$ cat config.mk
export PLATFORM = sky130hd
export DESIGN_NAME = isc_irq_sleep
export DESIGN_NICKNAME = d
export VERILOG_FILES = /design/src/rtl/isc_irq_sleep.v
export VERILOG_INCLUDE_DIRS = /design/src /design/src/rtl
export SDC_FILE = /design/constraint.sdc
export NUM_CORES = 1
export LEC_CHECK = 0
export BUFFER_PORTS_ARGS = -buffer_cell sky130_fd_sc_hd__buf_2
export CAP_MARGIN = 40
export CORE_MARGIN = 2
export CORE_UTILIZATION = 54
export CTS_CLUSTER_DIAMETER = 150
export DETAILED_ROUTE_END_ITERATION = 16
export GPL_TIMING_DRIVEN = 1
export PLACE_DENSITY = 0.8
export SYNTH_ARGS = -nofsm -noshare
export SYNTH_HDL_FRONTEND = slang
export SYNTH_SLANG_ARGS = --single-unit
$ cat constraint.sdc
create_clock -name clk_i -period 2.7 [get_ports clk_i]
set_input_delay 0.81 -clock clk_i [delete_from_list [all_inputs] [get_ports clk_i]]
set_output_delay 0.81 -clock clk_i [all_outputs]
set_load 0.01 [all_outputs]
$ cat src/rtl/isc_defs.vh
/*
 * Constants for the interrupt and sleep controller: register offsets, field positions,
 * reset values, vector addresses, sense codes and timing figures.
 * Assumes inclusion by bare name from a file compiled after it.
 */
`ifndef ISC_DEFS_VH
`define ISC_DEFS_VH
`define ISC_ADR_CPU_CTRL    8'h35
`define ISC_ADR_TMR_FLAGS   8'h38
`define ISC_ADR_TMR_MASK    8'h39
`define ISC_ADR_PIN_MASK    8'h3B
`define ISC_ADR_STATUS      8'h3F
`define ISC_BIT_PIN_EN      6
`define ISC_BIT_OVF         1
`define ISC_BIT_SLP_EN      5
`define ISC_BIT_SLP_DEPTH   4
`define ISC_BIT_GIE         7
`define ISC_SENSE_LO        0
`define ISC_SENSE_HI        1
`define ISC_SENSE_LEVEL     2'h0
`define ISC_SENSE_FALL      2'h2
`define ISC_SENSE_RISE      2'h3
`define ISC_CTRL_MASK       8'h33
`define ISC_RESET_BYTE      8'h00
`define ISC_VEC_RESET       9'h000
`define ISC_VEC_PIN         9'h001
`define ISC_VEC_OVF         9'h002
`define ISC_VEC_CMP         9'h003
`define ISC_ENTRY_CYCLES    3'h4
`define ISC_RETURN_CYCLES   3'h4
`define ISC_CNT_ONE         3'h1
`define ISC_PC_WIDTH        9
`define ISC_STACK_DEPTH     3
`define ISC_STACK_FULL      2'h3
`endif

$ cat src/rtl/isc_irq_sleep.v
/*
 * Interrupt and sleep controller: Wishbone register slave, pin sense logic, overflow flag,
 * priority arbiter with entry and return sequencing, three-entry return stack, sleep control.
 * Assumes the CPU core reports instruction boundaries, calls, returns and sleep, and that the
 * pin and watchdog inputs are asynchronous while timer and comparator events share clk_i.
 */
// The Wishbone interface to the registers was left to the implementer.
`timescale 1ns/100ps
`include "isc_defs.vh"
module isc_irq_sleep (
    input  wire       clk_i,
    input  wire       rst_i,
    input  wire       cyc_i,
    input  wire       stb_i,
    input  wire       we_i,
    input  wire [7:0] adr_i,
    input  wire [7:0] dat_i,
    input  wire       sel_i,
    output reg  [7:0] dat_o,
    output reg        ack_o,
    output reg        err_o,
    input  wire       ext_irq_pin_i,
    input  wire       wdt_wake_i,
    input  wire       timer_ovf_i,
    input  wire       cmp_event_i,
    input  wire       instr_done_i,
    input  wire [8:0] pc_i,
    input  wire       call_i,
    input  wire       ret_i,
    input  wire       irq_return_instruction_i,
    input  wire       sleep_instr_i,
    output reg        cpu_halt_o,
    output reg        osc_stop_o,
    output reg        vector_valid_o,
    output reg  [8:0] vector_pc_o,
    output reg        return_valid_o,
    output reg  [8:0] return_pc_o,
    output reg        global_enable_o
);
    localparam ST_RUN   = 2'h0;
    localparam ST_ENTRY = 2'h1;
    localparam ST_RET   = 2'h2;
    localparam ST_SLEEP = 2'h3;

    reg [1:0] state;
    reg [2:0] cnt;
    reg [1:0] pin_sync;
    reg [1:0] wdt_sync;
    reg       pin_prev;
    reg       edge_pend;
    reg       overflow_flag;
    reg       cmp_flag;
    reg       ovf_irq_enable;
    reg       pin_irq_enable;
    reg       sleep_enable_bit;
    reg       sleep_depth_select;
    reg [1:0] pin_sense;
    reg       hold_one;
    reg [8:0] vec_sel;
    reg [8:0] stack_mem [0:`ISC_STACK_DEPTH-1];
    reg [1:0] stack_cnt;

    wire pin_now   = pin_sync[1];
    wire level_req = (pin_sense == `ISC_SENSE_LEVEL) & ~pin_now;
    wire pin_req   = level_req | edge_pend;
    wire pin_go    = pin_req & pin_irq_enable & global_enable_o;
    wire ovf_go    = overflow_flag & ovf_irq_enable & global_enable_o;
    wire cmp_go    = cmp_flag & global_enable_o;
    wire any_go    = pin_go | ovf_go | cmp_go;
    wire acc       = cyc_i & stb_i & ~ack_o & ~err_o;
    wire wr        = acc & we_i & sel_i;
    wire hit       = (adr_i == `ISC_ADR_CPU_CTRL) | (adr_i == `ISC_ADR_TMR_FLAGS) |
                     (adr_i == `ISC_ADR_TMR_MASK) | (adr_i == `ISC_ADR_PIN_MASK) |
                     (adr_i == `ISC_ADR_STATUS);
    wire wr_flags  = wr & (adr_i == `ISC_ADR_TMR_FLAGS);
    wire wr_status = wr & (adr_i == `ISC_ADR_STATUS);
    wire take      = (state == ST_RUN) & instr_done_i & ~hold_one & any_go;
    // Power-down only wakes from a low level on the pin or from the watchdog, not from a latched edge.
    wire wake_pd   = (level_req & pin_irq_enable) | wdt_sync[1];
    wire wake      = sleep_depth_select ? wake_pd : (any_go | wdt_sync[1]);

    // Pin and watchdog wake are sampled into clk_i before use; pin direction is irrelevant.
    always @(posedge clk_i) begin
        if (rst_i) begin
            pin_sync <= 2'h3;
            wdt_sync <= 2'h0;
            pin_prev <= 1'b1;
        end else begin
            pin_sync <= {pin_sync[0], ext_irq_pin_i};
            wdt_sync <= {wdt_sync[0], wdt_wake_i};
            pin_prev <= pin_now;
        end
    end

    always @* begin
        if (pin_go)
            vec_sel = `ISC_VEC_PIN;
        else if (ovf_go)
            vec_sel = `ISC_VEC_OVF;
        else
            vec_sel = `ISC_VEC_CMP;
    end

    // Flags and the edge latch: a new event in the clearing cycle wins over the clear.
    always @(posedge clk_i) begin
        if (rst_i) begin
            edge_pend     <= 1'b0;
            overflow_flag <= 1'b0;
            cmp_flag      <= 1'b0;
        end else begin
            if (pin_sense == `ISC_SENSE_LEVEL)
                edge_pend <= 1'b0;
            else if ((pin_sense == `ISC_SENSE_FALL && pin_prev && !pin_now) ||
                     (pin_sense == `ISC_SENSE_RISE && !pin_prev && pin_now))
                edge_pend <= 1'b1;
            else if (take && vec_sel == `ISC_VEC_PIN)
                edge_pend <= 1'b0;
            if (timer_ovf_i)
                overflow_flag <= 1'b1;
            else if ((take && vec_sel == `ISC_VEC_OVF) || (wr_flags && dat_i[`ISC_BIT_OVF]))
                overflow_flag <= 1'b0;
            if (cmp_event_i)
                cmp_flag <= 1'b1;
            else if (take && vec_sel == `ISC_VEC_CMP)
                cmp_flag <= 1'b0;
        end
    end

    // Control registers and bus answer; ack or err is given one cycle after the request.
    always @(posedge clk_i) begin
        if (rst_i) begin
            ovf_irq_enable     <= 1'b0;
            pin_irq_enable     <= 1'b0;
            sleep_enable_bit   <= 1'b0;
            sleep_depth_select <= 1'b0;
            pin_sense          <= `ISC_SENSE_LEVEL;
            ack_o              <= 1'b0;
            err_o              <= 1'b0;
            dat_o              <= `ISC_RESET_BYTE;
        end else begin
            ack_o <= acc & hit;
            err_o <= acc & ~hit;
            if (wr && adr_i == `ISC_ADR_CPU_CTRL) begin
                sleep_enable_bit   <= dat_i[`ISC_BIT_SLP_EN];
                sleep_depth_select <= dat_i[`ISC_BIT_SLP_DEPTH];
                pin_sense          <= {dat_i[`ISC_SENSE_HI], dat_i[`ISC_SENSE_LO]};
            end
            if (wr && adr_i == `ISC_ADR_TMR_MASK)
                ovf_irq_enable <= dat_i[`ISC_BIT_OVF];
            if (wr && adr_i == `ISC_ADR_PIN_MASK)
                pin_irq_enable <= dat_i[`ISC_BIT_PIN_EN];
            dat_o <= `ISC_RESET_BYTE;
            if (acc && !we_i) begin
                case (adr_i)
                    `ISC_ADR_CPU_CTRL: begin
                        dat_o <= {2'h0, sleep_enable_bit, sleep_depth_select, 2'h0, pin_sense};
                    end
                    `ISC_ADR_TMR_FLAGS: begin
                        dat_o <= {6'h00, overflow_flag, 1'b0};
                    end
                    `ISC_ADR_TMR_MASK: begin
                        dat_o <= {6'h00, ovf_irq_enable, 1'b0};
                    end
                    `ISC_ADR_PIN_MASK: begin
                        dat_o <= {1'b0, pin_irq_enable, 6'h00};
                    end
                    `ISC_ADR_STATUS: begin
                        dat_o <= {global_enable_o, 7'h00};
                    end
                    default: begin
                        dat_o <= `ISC_RESET_BYTE;
                    end
                endcase
            end
        end
    end

    // Three-entry stack as a shift register: a fourth push drops the oldest entry.
    // The neighbour index is resolved per entry so no out-of-range element is ever named.
    genvar gi;
    generate
        for (gi = 0; gi < `ISC_STACK_DEPTH; gi = gi + 1) begin : g_stack
            wire [8:0] push_src;
            wire [8:0] pop_src;
            if (gi == 0) begin : g_first
                assign push_src = pc_i;
            end else begin : g_inner
                assign push_src = stack_mem[gi-1];
            end
            if (gi == `ISC_STACK_DEPTH-1) begin : g_last
                assign pop_src = stack_mem[gi];
            end else begin : g_upper
                assign pop_src = stack_mem[gi+1];
            end
            always @(posedge clk_i) begin
                if (rst_i)
                    stack_mem[gi] <= `ISC_VEC_RESET;
                else if (take || (state == ST_RUN && call_i))
                    stack_mem[gi] <= push_src;
                else if ((state == ST_RUN && ret_i) || (state == ST_RET && cnt == `ISC_CNT_ONE))
                    stack_mem[gi] <= pop_src;
            end
        end
    endgenerate

    // Entry, return and sleep sequencer.
    always @(posedge clk_i) begin
        if (rst_i) begin
            state           <= ST_RUN;
            cnt             <= 3'h0;
            stack_cnt       <= 2'h0;
            hold_one        <= 1'b0;
            global_enable_o <= 1'b0;
            cpu_halt_o      <= 1'b0;
            osc_stop_o      <= 1'b0;
            vector_valid_o  <= 1'b0;
            vector_pc_o     <= `ISC_VEC_RESET;
            return_valid_o  <= 1'b0;
            return_pc_o     <= `ISC_VEC_RESET;
        end else begin
            vector_valid_o <= 1'b0;
            return_valid_o <= 1'b0;
            if (wr_status)
                global_enable_o <= dat_i[`ISC_BIT_GIE];
            if (state == ST_RUN && instr_done_i)
                hold_one <= 1'b0;
            case (state)
                ST_RUN: begin
                    if (take) begin
                        global_enable_o <= 1'b0;
                        vector_pc_o     <= vec_sel;
                        cnt             <= `ISC_ENTRY_CYCLES;
                        state           <= ST_ENTRY;
                        cpu_halt_o      <= 1'b1;
                        if (stack_cnt != `ISC_STACK_FULL)
                            stack_cnt <= stack_cnt + 2'h1;
                    end else if (irq_return_instruction_i) begin
                        cnt        <= `ISC_RETURN_CYCLES;
                        state      <= ST_RET;
                        cpu_halt_o <= 1'b1;
                    end else if (sleep_instr_i && sleep_enable_bit) begin
                        state      <= ST_SLEEP;
                        cpu_halt_o <= 1'b1;
                        osc_stop_o <= sleep_depth_select;
                    end else if (call_i && stack_cnt != `ISC_STACK_FULL) begin
                        stack_cnt <= stack_cnt + 2'h1;
                    end else if (ret_i && stack_cnt != 2'h0) begin
                        stack_cnt <= stack_cnt - 2'h1;
                    end
                end
                ST_ENTRY: begin
                    cnt <= cnt - `ISC_CNT_ONE;
                    if (cnt == `ISC_CNT_ONE) begin
                        vector_valid_o <= 1'b1;
                        cpu_halt_o     <= 1'b0;
                        state          <= ST_RUN;
                    end
                end
                ST_RET: begin
                    cnt <= cnt - `ISC_CNT_ONE;
                    if (cnt == `ISC_CNT_ONE) begin
                        return_valid_o  <= 1'b1;
                        return_pc_o     <= stack_mem[0];
                        global_enable_o <= 1'b1;
                        hold_one        <= 1'b1;
                        cpu_halt_o      <= 1'b0;
                        state           <= ST_RUN;
                        if (stack_cnt != 2'h0)
                            stack_cnt <= stack_cnt - 2'h1;
                    end
                end
                ST_SLEEP: begin
                    // Waking returns to run; the pending interrupt is then taken at the next boundary.
                    if (wake) begin
                        state      <= ST_RUN;
                        cpu_halt_o <= 1'b0;
                        osc_stop_o <= 1'b0;
                    end
                end
                default: begin
                    state <= ST_RUN;
                end
            endcase
        end
    end
endmodule // isc_irq_sleep

==> results of run 1 <==
==> state kept, by name, indices dropped and copies added, names as in the netlist, 2 cells and up <==
| register | flops |
|---|---|
| vector_pc_o | 2 |
| return_pc_o | 9 |
| wdt_sync | 2 |
| pin_sync | 2 |
| state | 2 |
| stack_mem | 27 |
| pin_sense | 2 |
| dat_o | 6 |
| cnt | 3 |
==> area by class of cell <==
class	count	area (µm²)	area share, %
flip-flops and latches	71	1690	45.4
multi-input cells	234	1380	37.0
well taps	75	93.8	2.52
clock inverters	6	35.0	0.939
repair buffers	68	358	9.59
clock buffers	10	138	3.69
inverters	9	33.8	0.906
==> routing by layer <==
layer,vias up,wire length [µm],part of all wire (%),global-route usage (%)
li1,1266,-,-,-
met1,1214,2770,42,26.4
met2,92,3370,51,37.3
met3,11,377,5.7,4.89
met4,0,122,1.8,10.3
met5,-,0,0,0
==> final timing paths <==
check                                  from              end  slack (ns)  cells past startpoint
worst max-delay path               state[1]  stack_mem[1][8]        0.45                      7
worst min-delay path            pin_sync[0]      pin_sync[1]        0.42                      1
worst max register to register     state[1]  stack_mem[1][8]        0.45                      7
worst min register to register  pin_sync[0]      pin_sync[1]        0.42                      1
==> cell usage after synthesis, drive strengths merged, types with 2 or more instances <==
cell | instances | area [µm²]
nor3 | 3 | 15.0
or4 | 2 | 18.8
and2 | 12 | 75.1
inv | 9 | 33.8
nand4bb | 2 | 38.8
nor3b | 3 | 22.5
or3 | 2 | 12.5
dfxtp | 44 | 881
a221oi | 2 | 23.8
nor2b | 3 | 18.8
a21oi | 35 | 179
nand2 | 51 | 194
a31oi | 2 | 18.8
nand3b | 4 | 30.0
mux2i | 7 | 70.1
nand2b | 6 | 37.5
and3 | 2 | 12.5
edfxtp | 27 | 811
nand3 | 24 | 125
or2 | 6 | 40.0
nor4 | 3 | 18.8
o32ai | 2 | 17.5
a211o | 2 | 17.5
o21a | 5 | 37.5
clkbuf | 8 | 30.0
ha | 7 | 87.6
nor2 | 18 | 67.6
o22ai | 2 | 12.5
o21ai | 8 | 40.0
buf | 15 | 123
==> stage by stage <==
stage,power [mW],cells,hold slack (ns)
3_3_place_gp,2.07,457,0.397
5_1_grt,3.00,473,0.438
4_1_cts,2.85,473,0.427
6_report,2.83,473,0.422
3_5_place_dp,2.09,457,0.412
2_1_floorplan,1.92,337,0.389
==> power breakdown <==
part / internal (mW) / switching, mW / leakage (nW)
logic: 0.248 / 0.409 / 0.809
clock network: 0.354 / 0.395 / 0.0961
registers: 1.32 / 0.0978 / 0.657
total: 1.93 / 0.901 / 1.56
==> logic make-up (layout without fill, tap and decap cells) <==
group | after synthesis | after routing | share of synthesized area (%)
buf+inv | 32 | 93 | 5.77
mux | 7 | 7 | 2.17
flops | 71 | 71 | 52.4
fa+ha+maj | 7 | 7 | 2.71
compound gates | 66 | 66 | 13.1
simple gates | 145 | 145 | 23.8
other cells | 1 | 9 | 0.116
==> impl_metrics.csv, run 1 <==
group,metric,value,unit
cells_and_area,nets,440,
timing,final-max-slew-violation-count,0,
cells_and_area,drive_gt1_share,25.1,%
detailed_routing,wl_per_cell,14.0,µm
clock_tree,root_buffer,"clkbuf_8",
synth,syn_area_per_cell,9.81,µm²
place,pre_cts_slack,0.344,ns
clock_tree,cts_hold_buf,0,
setup_path,arrival,2.28,ns
timing,period_needed,2.25,ns
setup_path,criticalPathCategory,"reg -> reg",
worst_hold_path,hold_class,"reg -> reg",
grt,antenna_found_initial,0,
die,core_area,0.00585,mm²
clock_tree,cts_tree,"yes",
timing,max_freq,444,MHz
timing,setup_viol,0,
place,portBuffers,61,
synth,ys.flop_type,"dfxtp_1",
setup_path,cp-start-kind,"flop",
detailed_routing,drt_iter0_markers,110,
cells_and_area,area_growth,15.5,%
clock_tree,cts_buffers,9,
synth,yosysSeqAreaShare,52.4,%
detailed_routing,totalWireLength,6640,µm
synth,ys_ff_latch,71,
grt,gr-usage-all-layers,22.0,%
detailed_routing,vias_per_cell,5.46,
die,die_w,81.3,µm
grt,grt_pass1_vias,2443,
synth,synthArstFlopShare,0,%
setup_path,worstPathRequired,2.73,ns
synth,synth_edf_count,27,
place,dp_hpwl,4560,µm
cells_and_area,final_common_cell,"buf_2",
die,dieHeight,81.3,µm
synth,synthDistinctLibCells,54,
cells_and_area,antenna_cells,0,
power,power_density,758,mW/mm²
clock_tree,cts_resized,0,
detailed_routing,first_pass_iters,4,
detailed_routing,drc,0,
cells_and_area,finalInstanceArea,0.00373,mm²
setup_path,cp_top_family,"simple AND/OR/NAND/NOR gates",
power,power_leakage,1.56,nW
place,place_area,0.00356,mm²
timing,setup_ws,0.449,ns
timing,fin_setup_tns,0,ns
grt,grt_overflow,0,
job,maxCapViolations,0,
setup_path,cp_cell_sequence,"inv_1 -> ha_1 -> and4b_1 -> o211ai_2 -> nand2_2 -> or3_1 -> buf_4",
timing,finalClockSkew,0.00746,ns
die,io_pins,73,
die,initial_core_util,55.2,%
clock_tree,post-cts-setup-buffer-count,0,
synth,netlist_area,0.00323,mm²
cells_and_area,final_cell_mix,"buf_2, nand2_1, dfxtp_1",
setup_path,critPathSlowestCell,"and4b_1",
clock_tree,clock-sinks,71,
timing,rsz0062_at_grt,"no",
timing,finalHoldViolations,0,
grt,grt_pass1_wl,11000,µm
detailed_routing,ant_nets,0,
clock_tree,clock_latency,0.34,ns
setup_path,worst-path-buf-inv,2,
timing,relSlewSlack,60.8,%
cells_and_area,final_util,63.8,%
clock_tree,h-tree-depth,3,
timing,worst_pin_slew,0.584,ns
clock_tree,cts.path.max_buffers,2,
outcome,status,"finished clean",
cells_and_area,fill_cells,522,
die,std_cell_rows,28,
place,globalplace.congestion,0.857,
setup_path,cp-end-kind,"flop",
clock_tree,path_clk_slew,0.07,ns
grt,grt_max_degree,34,
die,dieArea,0.00661,mm²
setup_path,crit_fanout,18,
synth,syn_inst,329,
detailed_routing,vias,2583,
timing,period_share,83.4,%
setup_path,slowest_delay,0.38,ns
power,peakVddDrop,0.475,mV
synth,ys_warn_count,0,
No activity file was read; power rests on OpenSTA's default activity.
==> run 2: changes to the inputs <==
- CORE_UTILIZATION: 54 -> 48
- PLACE_DENSITY: 0.8 -> 0.75
- clock period: 2.7 -> 1.95 ns (I/O delays scaled with it)
==> run 2 against run 1 <==
  * Die area up 12%
  * First-iteration DRC count up 13%
  * Cell count up 4.4%
==> impl_metrics.csv, run 2 (synthesis gave the netlist of run 1 again) <==
group,metric,value,unit
outcome,status,"finished clean",
cells_and_area,antenna_cells,0,
clock_tree,cts_tree,"yes",
grt,grt_pass1_wl,11600,µm
clock_tree,cts_buffers,9,
cells_and_area,area_growth,23.2,%
setup_path,arrival,2.05,ns
setup_path,cp-start-kind,"flop",
worst_hold_path,hold_class,"reg -> reg",
cells_and_area,finalInstanceArea,0.00398,mm²
detailed_routing,totalWireLength,6930,µm
setup_path,slowest_delay,0.35,ns
timing,setup_viol,0,
die,io_pins,73,
detailed_routing,vias,2622,
setup_path,critPathSlowestCell,"dfxtp_2",
timing,finalHoldViolations,0,
cells_and_area,reg.largest.list,"stack_mem x27, return_pc_o x9, dat_o x6",
setup_path,worstPathRequired,2.15,ns
setup_path,criticalPathCategory,"reg -> reg",
power,clockPowerShare,28.3,%
grt,grt_pass1_vias,2507,
grt,grt_max_degree,28,
place,portBuffers,61,
cells_and_area,nets,459,
timing,max_freq,540,MHz
detailed_routing,drc,0,
cells_and_area,final_common_cell,"buf_2",
timing,finalClockSkew,0.0114,ns
place,place_area,0.00374,mm²
grt,gr-usage-all-layers,20.3,%
cells_and_area,final_cell_mix,"buf_2, nand2_1, dfxtp_1",
timing,period_needed,1.85,ns
grt,grt_overflow,0,
timing,final-max-slew-violation-count,0,
power,p_sw_share,31.5,%
cells_and_area,regMostFlops,"stack_mem",
grt,antenna_found_initial,0,
die,initial_core_util,50.3,%
clock_tree,h-tree-depth,3,
power,power.internal,2.90,mW
clock_tree,cts.path.max_buffers,2,
detailed_routing,first_pass_iters,4,
die,die_w,86.0,µm
timing,worst_pin_slew,0.532,ns
place,dp_hpwl,4960,µm
detailed_routing,ant_nets,0,
detailed_routing,drt_iter0_markers,124,
setup_path,crit_fanout,7,
clock_tree,root_buffer,"clkbuf_8",
setup_path,cp_cell_sequence,"inv_2 -> ha_2 -> and4b_2 -> o211a_1 -> a21oi_2 -> buf_6 -> buf_12 -> nand3_1 -> a21oi_1",
die,std_cell_rows,29,
clock_tree,path_clk_slew,0.08,ns
timing,whs,0.412,ns
power,pwr-share-seq,46.5,%
die,dieArea,0.00740,mm²
setup_path,worst-path-buf-inv,3,
clock_tree,clock-sinks,71,
job,maxCapViolations,0,
power,peakVddDrop,0.700,mV
cells_and_area,fill_cells,561,
detailed_routing,vias_per_cell,5.31,
cells_and_area,largest_register_ff_count,27,
cells_and_area,drive_gt1_share,31.2,%
place,globalplace.congestion,0.793,
power,power_density,1060,mW/mm²
timing,relSlewSlack,64.4,%
detailed_routing,wl_per_cell,14.0,µm
power,power_leakage,1.66,nW
timing,period_share,94.9,%
power,p_comb_share,25.2,%
power,total_power,4.23,mW
die,core_area,0.00642,mm²
setup_path,cp_top_family,"compound AO/OA/AOI/OAI gates",
die,dieHeight,86.0,µm
clock_tree,clock_latency,0.35,ns
setup_path,cp-end-kind,"flop",
power,switchingPower,1.34,mW
run 2: timing repair:
action                     4_1_cts  5_1_grt
setup endpoints to repair        0       37
buffers inserted                 0        1
hold buffers                     0        0
gates resized for setup          0       10
run 2: cell type report:
| type | count | area, µm² | share of cell area (%) |
|---|---|---|---|
| sequential | 71 | 1690 | 42.6 |
| multi-input combinational | 234 | 1420 | 35.7 |
| timing repair buffer | 87 | 529 | 13.3 |
| clock buffer | 9 | 124 | 3.11 |
| tap | 77 | 96.3 | 2.42 |
| clock inverter | 7 | 78.8 | 1.98 |
| inverter | 9 | 33.8 | 0.849 |
run 2: layer usage:
layer	wire length, µm	vias up	track usage (%)	share of wire (%)
met5	0	-	0	0
met4	123	0	7.50	1.8
met3	345	10	6.06	5.0
met2	3410	66	33.8	49
met1	3050	1239	24.8	44
li1	-	1307	-	-
run 2: power by group through the flow:
stage                     logic (mW)  registers [mW]  clock network [mW]
after CTS                       1.05            1.96                1.23
after global routing            1.19            1.99                1.28
after detailed placement        1.04            2.00                   0
final                           1.07            1.97                1.20
after floorplan                0.718            1.95                   0
after global placement          1.00            1.99                   0
run 2: path summary, 6_finish.rpt:
check | slack [ns] | to | start | depth (start not counted)
worst max-delay path | 0.1 | stack_mem[0][5] | state[0] | 9
worst min-delay path | 0.41 | pin_sync[1] | pin_sync[0] | 1
worst max register to register | 0.1 | stack_mem[0][5] | state[0] | 9
worst min register to register | 0.41 | pin_sync[1] | pin_sync[0] | 1
run 2: per-stage QoR:
step	setup slack (ns)	util [%]	setup TNS, ns	std cells
3_5_place_dp	-0.104	58.3	-0.996	477
3_3_place_gp	-0.0892	58.3	-0.490	477
5_1_grt	-0.00439	61.9	-0.00439	494
2_1_floorplan	-0.0300	-	-0.120	337
6_report	0.0995	61.9	0	494
4_1_cts	0.000564	61.4	0	493
